===== config.mk =====
export PLATFORM = sky130hd
export DESIGN_NAME = ovf_fault_response
export DESIGN_NICKNAME = d
export VERILOG_FILES = /design/src/hw/ovf_pkg.sv /design/src/hw/ovf_config_port.sv /design/src/hw/ovf_delay_timer.sv /design/src/hw/ovf_fault_response.sv
export SDC_FILE = /design/constraint.sdc
export NUM_CORES = 1
export LEC_CHECK = 0
export ABC_AREA = 0
export BUFFER_PORTS_ARGS = -buffer_cell sky130_fd_sc_hd__buf_4
export CAP_MARGIN = 20
export CORE_ASPECT_RATIO = 2
export CORE_MARGIN = 1.5
export CORE_UTILIZATION = 40
export CTS_CLUSTER_DIAMETER = 100
export DETAILED_ROUTE_END_ITERATION = 16
export GPL_TIMING_DRIVEN = 0
export REMOVE_ABC_BUFFERS = 1
export SLEW_MARGIN = 20
export SYNTH_ARGS = -nofsm -noshare
export SYNTH_HDL_FRONTEND = slang
export SYNTH_SLANG_ARGS = --single-unit

===== constraint.sdc =====
create_clock -name ref_clk -period 4 [get_ports ref_clk]
set_input_delay 0.6 -clock ref_clk [delete_from_list [all_inputs] [get_ports ref_clk]]
set_output_delay 0.6 -clock ref_clk [all_outputs]
set_load 0.01 [all_outputs]

===== src/hw/ovf_pkg.sv =====
/*
  Constants, field layout and state type for the output overvoltage fault
  action controller. Assumes one 100 MHz clock and a decoded byte-command
  port fed by the PMBus slave engine.
*/
//
// Contract
// - Fault action byte is read and written as one byte at command 0x41.
// - Bits 7:6 choose the reaction to a detected output overvoltage.
// - Response 00 keeps converting with the output enabled.
// - Response 01 keeps running for the delay count times the time unit.
// - Response 01 with fault still present after delay follows the retry count.
// - Response 10 disables the output at once, then follows the retry count.
// - Response 11 holds output off while fault persists, resumes once gone.
// - Bits 5:3 give the number of restart attempts after a shutdown.
// - Retry count 000 makes no restart; output stays off until cleared.
// - Counts 1 to 6 allow that many restarts, then stay off until cleared.
// - Retry count 111 restarts without limit until off or another stop.
// - Start-to-start spacing of restarts is the delay count times the unit.
// - Fault clears by status clear, clear-all command, reset, or off-then-on.
// - Delay field counts delay time units for both delay uses; the code uses 1 shifted left by the field (1 to 128 units) as the count.
// - Length of one delay time unit comes from the time unit register.

package ovf_pkg;

  ////////////////////////////////////////////////////////////////////////////
  // Command codes
  localparam logic [7:0] CMD_FAULT_ACTION = 8'h41;
  localparam logic [7:0] CMD_CLEAR_FAULTS = 8'h03;

  ////////////////////////////////////////////////////////////////////////////
  // Field positions within the fault action byte
  localparam int RESP_MSB  = 7;
  localparam int RESP_LSB  = 6;
  localparam int RETRY_MSB = 5;
  localparam int RETRY_LSB = 3;
  localparam int DELAY_MSB = 2;
  localparam int DELAY_LSB = 0;

  ////////////////////////////////////////////////////////////////////////////
  // Field encodings and reset value
  localparam logic [1:0] RESP_IGNORE   = 2'h0;
  localparam logic [1:0] RESP_CONTINUE = 2'h1;
  localparam logic [1:0] RESP_DISABLE  = 2'h2;
  localparam logic [1:0] RESP_HOLD_OFF = 2'h3;
  localparam logic [2:0] RETRY_NONE    = 3'h0;
  localparam logic [2:0] RETRY_FOREVER = 3'h7;
  localparam logic [7:0] ACTION_RESET  = 8'h80;
  localparam logic [7:0] UNITS_ONE     = 8'h01;

  ////////////////////////////////////////////////////////////////////////////
  // Controller states
  typedef enum logic [2:0] {
    ST_RUN,
    ST_CONT_DELAY,
    ST_RETRY_WAIT,
    ST_ATTEMPT,
    ST_LATCHED,
    ST_HOLD_OFF
  } ovf_state_t;

endpackage


===== src/hw/ovf_config_port.sv =====
/*
  Fault action byte storage and byte-command decode. Assumes the PMBus
  engine presents one decoded command per cmd_strobe pulse.
*/
`timescale 1ns/1ps
`default_nettype none

module ovf_config_port (
  input  wire logic       ref_clk,
  input  wire logic       sys_rst,
  input  wire logic       cmd_strobe,
  input  wire logic       cmd_write,
  input  wire logic [7:0] cmd_code,
  input  wire logic [7:0] cmd_wdata,
  output logic      [7:0] cmd_rdata,
  output logic            cmd_ack,
  output logic            cmd_nak,
  output logic      [7:0] action,
  output logic            clear_faults
);

  logic [7:0] action_reg;
  logic [7:0] rdata_reg;
  logic       ack_reg;
  logic       nak_reg;
  wire        hit_action;
  wire        hit_clear;
  wire        accepted;

  // Decode of the two commands this block answers
  assign hit_action   = cmd_strobe && (cmd_code == ovf_pkg::CMD_FAULT_ACTION);
  assign hit_clear    = cmd_strobe && cmd_write && (cmd_code == ovf_pkg::CMD_CLEAR_FAULTS);
  assign accepted     = hit_action || hit_clear;
  assign clear_faults = hit_clear;
  assign action       = action_reg;
  assign cmd_rdata    = rdata_reg;
  assign cmd_ack      = ack_reg;
  assign cmd_nak      = nak_reg;

  // Byte write and read-back of the fault action setting
  always_ff @(posedge ref_clk or posedge sys_rst) begin
    if (sys_rst) begin
      action_reg <= ovf_pkg::ACTION_RESET;
      rdata_reg  <= 8'h00;
      ack_reg    <= 1'b0;
      nak_reg    <= 1'b0;
    end else begin
      if (hit_action && cmd_write)
        action_reg <= cmd_wdata;
      if (hit_action && !cmd_write)
        rdata_reg <= action_reg;
      ack_reg <= accepted;
      nak_reg <= cmd_strobe && !accepted;
    end
  end
endmodule // ovf_config_port

`default_nettype wire


===== src/hw/ovf_delay_timer.sv =====
/*
  Delay timer counting whole delay time units. Assumes unit_cycles is held
  steady by the time unit register logic; zero is taken as one cycle.
*/
`timescale 1ns/1ps
`default_nettype none

module ovf_delay_timer (
  input  wire logic        ref_clk,
  input  wire logic        sys_rst,
  input  wire logic        start,
  input  wire logic [7:0]  units,
  input  wire logic [15:0] unit_cycles,
  output logic             done
);

  logic [15:0] prescale_reg;
  logic [7:0]  remain_reg;
  wire  [15:0] unit_last;
  wire         unit_tick;
  wire         running;

  // Unit boundary as a one-cycle enable from the prescaler
  assign unit_last = (unit_cycles == 16'h0000) ? 16'h0000 : unit_cycles - 16'h0001;
  assign running   = (remain_reg != 8'h00);
  assign unit_tick = running && (prescale_reg == unit_last);
  assign done      = unit_tick && (remain_reg == ovf_pkg::UNITS_ONE);

  // Prescaler and unit down-counter, reloaded by start
  always_ff @(posedge ref_clk or posedge sys_rst) begin
    if (sys_rst) begin
      prescale_reg <= 16'h0000;
      remain_reg   <= 8'h00;
    end else if (start) begin
      prescale_reg <= 16'h0000;
      remain_reg   <= units;
    end else if (running) begin
      prescale_reg <= unit_tick ? 16'h0000 : prescale_reg + 16'h0001;
      if (unit_tick)
        remain_reg <= remain_reg - 8'h01;
    end
  end
endmodule // ovf_delay_timer

`default_nettype wire


===== src/hw/ovf_fault_response.sv =====
/*
  Output overvoltage fault response controller: gates the power stage
  enable, times continue and retry delays, counts restarts and latches the
  output off until the fault is cleared. Assumes ov_detected and
  on_command are synchronous to ref_clk, and that unit_cycles comes from
  the time unit register logic.
*/
`timescale 1ns/1ps
`default_nettype none

module ovf_fault_response (
  input  wire logic        ref_clk,
  input  wire logic        sys_rst,
  input  wire logic        cmd_strobe,
  input  wire logic        cmd_write,
  input  wire logic [7:0]  cmd_code,
  input  wire logic [7:0]  cmd_wdata,
  output logic      [7:0]  cmd_rdata,
  output logic             cmd_ack,
  output logic             cmd_nak,
  input  wire logic        ov_detected,
  input  wire logic        on_command,
  input  wire logic        status_clear,
  input  wire logic [15:0] unit_cycles,
  output logic             output_enable,
  output logic             fault_status,
  output logic             fault_latched,
  output logic      [2:0]  attempt_count
);

  ////////////////////////////////////////////////////////////////////////////
  // Declarations
  ovf_pkg::ovf_state_t state_reg;
  ovf_pkg::ovf_state_t state_next;
  logic [2:0]          attempts_reg;
  logic [2:0]          attempts_next;
  logic                enable_reg;
  logic                status_reg;
  logic                on_prev_reg;
  logic                timer_start;
  logic                shutdown_now;
  logic [7:0]          action;
  logic                clear_faults;
  logic                timer_done;
  wire  [1:0]          resp_field;
  wire  [2:0]          retry_field;
  wire  [2:0]          delay_field;
  wire  [7:0]          delay_units;
  wire                 on_edge;
  wire                 clear_any;
  wire                 exhausted;
  wire                 fault_run;
  wire                 enable_next;

  ////////////////////////////////////////////////////////////////////////////
  // Command port and delay timer
  ovf_config_port u_config (
    .ref_clk      (ref_clk),
    .sys_rst      (sys_rst),
    .cmd_strobe   (cmd_strobe),
    .cmd_write    (cmd_write),
    .cmd_code     (cmd_code),
    .cmd_wdata    (cmd_wdata),
    .cmd_rdata    (cmd_rdata),
    .cmd_ack      (cmd_ack),
    .cmd_nak      (cmd_nak),
    .action       (action),
    .clear_faults (clear_faults)
  );

  ovf_delay_timer u_timer (
    .ref_clk     (ref_clk),
    .sys_rst     (sys_rst),
    .start       (timer_start),
    .units       (delay_units),
    .unit_cycles (unit_cycles),
    .done        (timer_done)
  );

  ////////////////////////////////////////////////////////////////////////////
  // Field decode and clear sources
  assign resp_field  = action[ovf_pkg::RESP_MSB:ovf_pkg::RESP_LSB];
  assign retry_field = action[ovf_pkg::RETRY_MSB:ovf_pkg::RETRY_LSB];
  assign delay_field = action[ovf_pkg::DELAY_MSB:ovf_pkg::DELAY_LSB];
  assign delay_units = ovf_pkg::UNITS_ONE << delay_field;
  assign on_edge     = on_command && !on_prev_reg;
  assign clear_any   = clear_faults || status_clear || on_edge;
  assign fault_run   = (state_reg == ovf_pkg::ST_RUN) && ov_detected && on_command;
  assign exhausted   = (retry_field != ovf_pkg::RETRY_FOREVER) &&
                       (attempts_reg >= retry_field);

  ////////////////////////////////////////////////////////////////////////////
  // Next state, timer starts and restart counting
  always_comb begin
    state_next    = state_reg;
    attempts_next = attempts_reg;
    timer_start   = 1'b0;
    shutdown_now  = 1'b0;
    case (state_reg)
      ovf_pkg::ST_RUN: begin
        if (fault_run) begin
          case (resp_field)
            ovf_pkg::RESP_IGNORE: state_next = ovf_pkg::ST_RUN;
            ovf_pkg::RESP_CONTINUE: begin
              timer_start = 1'b1;
              state_next  = ovf_pkg::ST_CONT_DELAY;
            end
            ovf_pkg::RESP_DISABLE: shutdown_now = 1'b1;
            default: state_next = ovf_pkg::ST_HOLD_OFF;
          endcase
        end
      end
      ovf_pkg::ST_CONT_DELAY: begin
        if (timer_done && ov_detected)
          shutdown_now = 1'b1;
        else if (timer_done)
          state_next = ovf_pkg::ST_RUN;
      end
      ovf_pkg::ST_RETRY_WAIT: begin
        if (timer_done) begin
          timer_start   = 1'b1;
          attempts_next = (attempts_reg == ovf_pkg::RETRY_FOREVER) ?
                          attempts_reg : attempts_reg + 3'h1;
          state_next    = ovf_pkg::ST_ATTEMPT;
        end
      end
      ovf_pkg::ST_ATTEMPT: begin
        if (ov_detected && exhausted)
          state_next = ovf_pkg::ST_LATCHED;
        else if (ov_detected) begin
          timer_start = timer_done;
          state_next  = ovf_pkg::ST_RETRY_WAIT;
        end else if (timer_done)
          state_next = ovf_pkg::ST_RUN;
      end
      ovf_pkg::ST_LATCHED: state_next = ovf_pkg::ST_LATCHED;
      ovf_pkg::ST_HOLD_OFF: begin
        if (!ov_detected)
          state_next = ovf_pkg::ST_RUN;
      end
      default: state_next = ovf_pkg::ST_RUN;
    endcase
    // Shutdown: latch off with no retries, else wait one delay first
    if (shutdown_now) begin
      attempts_next = 3'h0;
      if (retry_field == ovf_pkg::RETRY_NONE)
        state_next = ovf_pkg::ST_LATCHED;
      else begin
        timer_start = 1'b1;
        state_next  = ovf_pkg::ST_RETRY_WAIT;
      end
    end
    // Off command or any fault clear ends the fault sequence
    if ((state_reg != ovf_pkg::ST_RUN) && (!on_command || clear_any)) begin
      state_next    = ovf_pkg::ST_RUN;
      timer_start   = 1'b0;
      attempts_next = 3'h0;
    end
  end

  // Output is on only in states that keep converting
  assign enable_next = on_command && ((state_next == ovf_pkg::ST_RUN) ||
                                      (state_next == ovf_pkg::ST_CONT_DELAY) ||
                                      (state_next == ovf_pkg::ST_ATTEMPT));

  ////////////////////////////////////////////////////////////////////////////
  // State registers
  always_ff @(posedge ref_clk or posedge sys_rst) begin
    if (sys_rst) begin
      state_reg    <= ovf_pkg::ST_RUN;
      attempts_reg <= 3'h0;
      enable_reg   <= 1'b0;
      on_prev_reg  <= 1'b1; // No false on edge right after reset
    end else begin
      state_reg    <= state_next;
      attempts_reg <= attempts_next;
      enable_reg   <= enable_next;
      on_prev_reg  <= on_command;
    end
  end

  // Sticky fault status; a new detection wins over a clear
  always_ff @(posedge ref_clk or posedge sys_rst) begin
    if (sys_rst)
      status_reg <= 1'b0;
    else if (ov_detected)
      status_reg <= 1'b1;
    else if (clear_any)
      status_reg <= 1'b0;
  end

  assign output_enable = enable_reg;
  assign fault_status  = status_reg;
  assign fault_latched = (state_reg == ovf_pkg::ST_LATCHED);
  assign attempt_count = attempts_reg;
endmodule // ovf_fault_response

`default_nettype wire


==> flow_metrics.env, run 1 <==
export IMPL_dp_hpwl_um=7390
export IMPL_max_stage_delay_ns=0.60
export IMPL_yosys_warnings=0
export IMPL_antenna_found_initial=0
export IMPL_hp_class="in -> async"
export IMPL_overflow=0
export IMPL_wire_per_inst_um=17.1
export IMPL_core_area_um2=8890
export IMPL_ys_top_cells_by_area="dfrtp_1, mux2_2, nor2_1"
export IMPL_cp_cell_sequence="buf_4 > nor4_2 > nand4_1 > a211o_2 > a32o_1 > or4_4 > a2111o_1 > o31ai_1 > nor2_1"
export IMPL_routed_wl_um=9400
export IMPL_worst_slew_pin_slew_ns=0.710
export IMPL_end_kind="flop"
export IMPL_instances_no_fill=549
export IMPL_cts_tree="yes"
export IMPL_rows=49
export IMPL_period_share_pct=95.6
export IMPL_die_area_um2=9680
export IMPL_grt_first_pass_wirelength_um=15300
export IMPL_die_h_um=138
export IMPL_cts_sinks=51
export IMPL_hold_viol=0
export IMPL_vias_per_cell=5.95
export IMPL_die_x_um=70.3
export IMPL_skew_ns=0.00605
export IMPL_ys_flop_type="dfrtp_1"
export IMPL_timing_hold_ws_ns=0.364
export IMPL_placed_cells=536
export IMPL_finalMaxSlewViolations=0
export IMPL_setup_viol_count_final=0
export IMPL_stdcell_area_um2=4360
export IMPL_initialDrtViolationCount=102
export IMPL_grt_pass1_vias=3268
export IMPL_status="finished clean"
export IMPL_grt_setup_unrepaired="false"
export IMPL_numCtsBuffers=5
export IMPL_globalplace_congestion=0.857
export IMPL_max_clock_path_buffers=2
export IMPL_final_common_cell="buf_4"
export IMPL_hold_buffers=0
export IMPL_yosysTopAreaCellShare_pct=33.8
export IMPL_path_depth=9
export IMPL_htree_levels=2
export IMPL_cp_top_family="compound AO/OA/AOI/OAI gates"
export IMPL_maxSlewHeadroom_pct=52.0
export IMPL_peakVddDrop_mv=0.253
export IMPL_critPathBufInv=1
export IMPL_synth_seq_cells=51
export IMPL_avgSynthCellArea_um2=9.18
export IMPL_largest_register_ffs=16
export IMPL_vias=3268
export IMPL_layout_common_cells="buf_4, dfrtp_1, nor2_1"
export IMPL_leakage_nw=1.96
export IMPL_yosysTopAreaCell="dfrtp_1"
export IMPL_syn_area_um2=3620
export IMPL_drtPass1Iterations=5
export IMPL_grt_max_degree=27
export IMPL_clkLatencyLatePin_ns=0.29
export IMPL_pin_count=55
export IMPL_fin_crit_ns=3.82
export IMPL_clkTransAtPathRegs_ns=0.06
export IMPL_syn_to_final_growth_pct=20.4
export IMPL_critPathRequiredTime_ns=4.15
export IMPL_drive_gt1_share_pct=25.5
export IMPL_syn_instance_count=395
export IMPL_ant_nets=0
export IMPL_portBuffers=54
export IMPL_startpoint_type="input port"
export IMPL_slowest_stage="o31ai_1"
export IMPL_critPathMaxFanout=6
export IMPL_yosysSeqAreaShare_pct=35.3
export IMPL_synth_edff_count=0
export IMPL_track_usage_pct=19.8
export IMPL_arrival_ns=3.98
export IMPL_synth_async_reset_ratio_pct=100
export IMPL_diodes=0
export IMPL_start_util_pct=40.8
export IMPL_maxCapViolCount=0
export IMPL_postPlaceCellArea_um2=4100
export IMPL_drcViolationCount=0
export IMPL_criticalPathCategory="in -> reg"
export IMPL_p_per_area_nw_per_um2=334
export IMPL_max_freq_mhz=262
export IMPL_r2r_cells=9
export IMPL_clockRootBuffer="clkbuf_16"
export IMPL_ys_types=73
export IMPL_fin_nets=494
-- logic make-up (layout without fill, tap and decap cells) --
| family | Yosys count | count (layout) | share of synthesized area [%] |
|---|---|---|---|
| DFF | 51 | 51 | 35.3 |
| adders and majority gates | 9 | 9 | 3.11 |
| buffers and inverters | 31 | 82 | 3.80 |
| AOI/OAI and AO/OA | 71 | 72 | 14.8 |
| muxes | 28 | 28 | 8.39 |
| and+or+nand+nor | 173 | 173 | 26.9 |
| xor gates and xnor gates | 32 | 32 | 7.73 |
-- where the power goes --
| group | switching (mW) | internal (mW) |
|---|---|---|
| Combinational | 0.199 | 0.177 |
| Clock | 0.178 | 0.266 |
| Sequential | 0.0739 | 0.564 |
-- synthesized netlist by cell type, drive strengths merged, types with 3 or more instances --
master  instances
nand2b          5
nor2           40
mux2i           9
xnor2          16
xor2           16
and3            9
ha              9
nor2b           4
a21boi          3
buf             8
o31ai           4
nand4           8
or4             6
dfrtp          49
o21a            5
or2             3
and2            4
clkbuf          8
nand2          22
a21oi           9
a31oi           6
nor3b           3
mux2           19
o21ai          10
nand3b          5
nor4           12
nor3           16
inv            15
and4            3
nand3          18
or3             6
-- cell type report --
type	instances	area, um2
Fill cell	852	4530
Multi-Input combinational cell	314	2290
Sequential cell	51	1280
Timing Repair Buffer	59	455
Clock buffer	8	156
Tap cell	102	128
Inverter	15	56.3
-- metrics by stage --
step                        TNS, ns  setup slack, ns  util (%)  power, mW
after floorplan           -0.000823        -0.000823         -      0.880
after global placement       -18.54           -0.829      45.9      0.999
after detailed placement     -19.12           -0.864      46.1       1.01
after CTS                         0           0.0126      48.5       1.46
after global routing              0           0.0273      49.1       1.54
final                             0            0.177      49.1       1.46
-- worst paths after layout --
kind	slack, ns	start	end
min in group ref_clk	0.46	on_command	on_prev_reg
worst min-delay path	0.36	sys_rst	attempt_count[0]
worst min register to register	0.51	u_config.cmd_rdata[3]	u_config.cmd_rdata[3]
worst max register to register	0.67	u_timer.remain_reg[0]	attempt_count[1]
max in group asynchronous	3.02	sys_rst	on_prev_reg
worst max-delay path	0.18	unit_cycles[1]	attempt_count[1]
-- repair_timing --
| item | CTS | global route |
|---|---|---|
| buffers inserted | 4 | 0 |
| gates resized for setup | 6 | 7 |
| cloned | 0 | 1 |
| endpoints found under the setup margin | 30 | 11 |
| pin swaps | 2 | 1 |
-- per-layer routing --
metal	part of all wire [%]	wire, um	track usage, %	vias up
met1	35	3330	18.9	1570
li1	-	-	-	1570
met5	0	0	0	-
met3	2.9	271	1.68	36
met2	57	5320	39.7	92
met4	5.0	466	11.6	0
(Power assumes the default switching activity.)
==> run 2: changes to the inputs <==
- SYNTH_HIERARCHICAL: not set -> 1
==> run 2 against run 1 <==
The run now ends with negative setup slack left. Critical path type unchanged. Critical path depth increased by 11. Synthesized area increased by 0.69%. Global-route usage grew 2.6 points. First-iteration DRC count is 27% higher. Count of clock-buffer cells in the layout fell by 3. Clock power is 24% higher. Largest cell class unchanged. Combinational power grew 31%. Routed wire length is 17% higher. Total power up 19%. Sequential share of layout area down 3.0 points.
==> flow_metrics.env, run 2 <==
export IMPL_status="finished with violations"
export IMPL_violations="negative setup slack"
export IMPL_max_clock_path_buffers=2
export IMPL_postPlaceCellArea_um2=4070
export IMPL_htree_levels=2
export IMPL_vias_per_cell=6.12
export IMPL_maxSlewHeadroom_pct=51.2
export IMPL_antenna_found_initial=0
export IMPL_portBuffers=54
export IMPL_syn_instance_count=405
export IMPL_stdcell_area_um2=4850
export IMPL_grt_max_degree=25
export IMPL_skew_ns=0.00450
export IMPL_reg2reg_setup_slack_ns=-0.32
export IMPL_cts_sinks=51
export IMPL_ys_types=68
export IMPL_final_common_cell="buf_4"
export IMPL_dp_hpwl_um=7450
export IMPL_p_per_area_nw_per_um2=358
export IMPL_maxCapViolCount=0
export IMPL_critPathRequiredTime_ns=4.22
export IMPL_vias=3560
export IMPL_finalMaxSlewViolations=0
export IMPL_fin_crit_ns=4.51
export IMPL_die_area_um2=9740
export IMPL_layout_common_cells="buf_4, dfrtp_1, nor2_1"
export IMPL_synth_async_reset_ratio_pct=100
export IMPL_ant_nets=0
export IMPL_synth_most_common_cell="dfrtp_1"
export IMPL_syn_area_um2=3650
export IMPL_slowest_stage="or4b_4"
export IMPL_wire_per_inst_um=18.9
export IMPL_synth_edff_count=0
export IMPL_ys_top_cells_by_area="dfrtp_1, mux2_2, nor2_1"
export IMPL_drcViolationCount=0
export IMPL_rows=49
export IMPL_clockRootBuffer="clkbuf_16"
export IMPL_yosys_warnings=6
export IMPL_hold_buffers=0
export IMPL_end_kind="flop"
export IMPL_largest_register_ffs=16
export IMPL_track_usage_pct=22.4
export IMPL_timing_hold_ws_ns=0.294
export IMPL_leakage_nw=2.13
export IMPL_setup_viol_count_final=23
export IMPL_yosysTopAreaCellShare_pct=33.6
export IMPL_synth_seq_cells=51
export IMPL_hold_viol=0
export IMPL_globalplace_congestion=0.884
export IMPL_die_x_um=70.5
export IMPL_clkTransAtPathRegs_ns=0.07
export IMPL_grt_first_pass_wirelength_um=17600
export IMPL_pin_count=55
export IMPL_grt_pass1_vias=3584
export IMPL_criticalPathCategory="in -> reg"
export IMPL_clkLatencyLatePin_ns=0.29
export IMPL_diodes=0
export IMPL_start_util_pct=40.8
export IMPL_worst_slack_ns=-0.514
export IMPL_routed_wl_um=11000
export IMPL_peakVddDrop_mv=0.276
export IMPL_die_h_um=138
export IMPL_core_area_um2=8950
export IMPL_max_freq_mhz=222
export IMPL_yosysTopAreaCell="dfrtp_1"
export IMPL_worst_slew_pin_slew_ns=0.725
export IMPL_drive_gt1_share_pct=34.8
export IMPL_max_stage_delay_ns=0.53
export IMPL_cp_cell_sequence="buf_8 > inv_4 > ha_4 > or4b_4 > buf_12 > nor4_4 > mux2_4 > mux2i_2 > and4b_1 > nand4_1 > nor3_4 > nand2_2 > o32ai_4 > o31a_2 > nand2b_1 > o211ai_1 > o2111a_2 > nand3_2 > or3_1 > a21oi_2"
export IMPL_period_share_pct=113
export IMPL_startpoint_type="input port"
export IMPL_overflow=0
export IMPL_r2r_cells=17
export IMPL_timing_rr_end="u_timer/prescale_reg[15]"
export IMPL_grt_setup_unrepaired="true"
export IMPL_ys_top_cells_by_count="dfrtp_1, nor2_1, nand2_1"
export IMPL_ys_flop_type="dfrtp_1"
export IMPL_critPathMaxFanout=3
export IMPL_avgSynthCellArea_um2=9.01
export IMPL_arrival_ns=4.74
export IMPL_r2r_start="u_timer/remain_reg[0]"
export IMPL_fin_nets=527
export IMPL_initialDrtViolationCount=130
export IMPL_syn_to_final_growth_pct=33.0
export IMPL_hp_class="in -> async"
export IMPL_yosysSeqAreaShare_pct=35.0
export IMPL_numCtsBuffers=5
export IMPL_dpl_worst_slack_ns=-2.65
export IMPL_cts_tree="yes"
export IMPL_drtPass1Iterations=4
[run 2: stage by stage]
step / setup TNS [ns] / instances / utilization [%] / total power [mW]
floorplan: -20.68 / 385 / - / 0.943
global placement: -65.76 / 541 / 45.4 / 1.08
detailed placement: -64.77 / 542 / 45.5 / 1.09
CTS: -6.64 / 573 / 51.9 / 1.70
global route: -10.15 / 582 / 54.2 / 1.83
finish: -7.68 / 582 / 54.2 / 1.74
[run 2: how the worst max path moves through the flow]
stage                   startpoint                        to  slack, ns
finish              unit_cycles[1]  u_timer/prescale_reg[15]      -0.51
global route        unit_cycles[1]  u_timer/prescale_reg[15]      -0.62
CTS                 unit_cycles[1]  u_timer/prescale_reg[15]      -0.49
detailed placement  unit_cycles[0]  u_timer/prescale_reg[15]      -2.65
global placement    unit_cycles[0]   u_timer/prescale_reg[3]      -2.72
floorplan           unit_cycles[0]  u_timer/prescale_reg[15]      -1.13
[run 2: final cells by class]
| type | instances | area (um2) |
|---|---|---|
| clock buffer | 5 | 125 |
| clock inverter | 3 | 67.6 |
| fill | 820 | 4100 |
| inverter | 21 | 91.3 |
| multi-input combinational | 315 | 2430 |
| sequential | 51 | 1280 |
| tap | 102 | 128 |
| timing repair buffer | 84 | 722 |
| timing repair inverter | 1 | 11.3 |
[run 2: cells by family after synthesis]
logic type / Yosys count / synth area share, %
mux: 22 / 6.65
simple gates: 176 / 28.4
buf+inv: 41 / 5.38
fa+ha+maj: 9 / 3.09
xor+xnor: 27 / 6.48
compound gates: 79 / 14.9
flops: 51 / 35.0
[run 2: critical path: cells and delay by family]
family	cells	cell delay (ns)
and+or+nand+nor	9	2.07
AOI/OAI and AO/OA	5	1.10
muxes	2	0.52
buffers and inverters	3	0.31
adders and majority gates	1	0.13
[run 2: repair_timing]
item                                   4_1_cts  5_1_grt
resized for setup                           40       27
gates cloned                                 4        0
endpoints found under the hold margin        0        0
setup endpoints to repair                   31       25
setup buffers                               19        9
pin swaps                                   15        4
[run 2: per-layer routing]
metal | up-vias | track usage [%] | part of all wire [%]
met5 | - | 0 | 0
met4 | 0 | 11.6 | 4.9
met3 | 34 | 3.13 | 3.9
met2 | 127 | 43.2 | 56
met1 | 1746 | 22.3 | 35
li1 | 1653 | - | -
[run 2: power by group]
group	total (mW)	switching [mW]	internal (mW)	leakage, nW
Combinational	0.491	0.266	0.225	1.37
Sequential	0.695	0.112	0.583	0.670
Clock	0.550	0.192	0.358	0.0900
Total	1.74	0.569	1.17	2.13
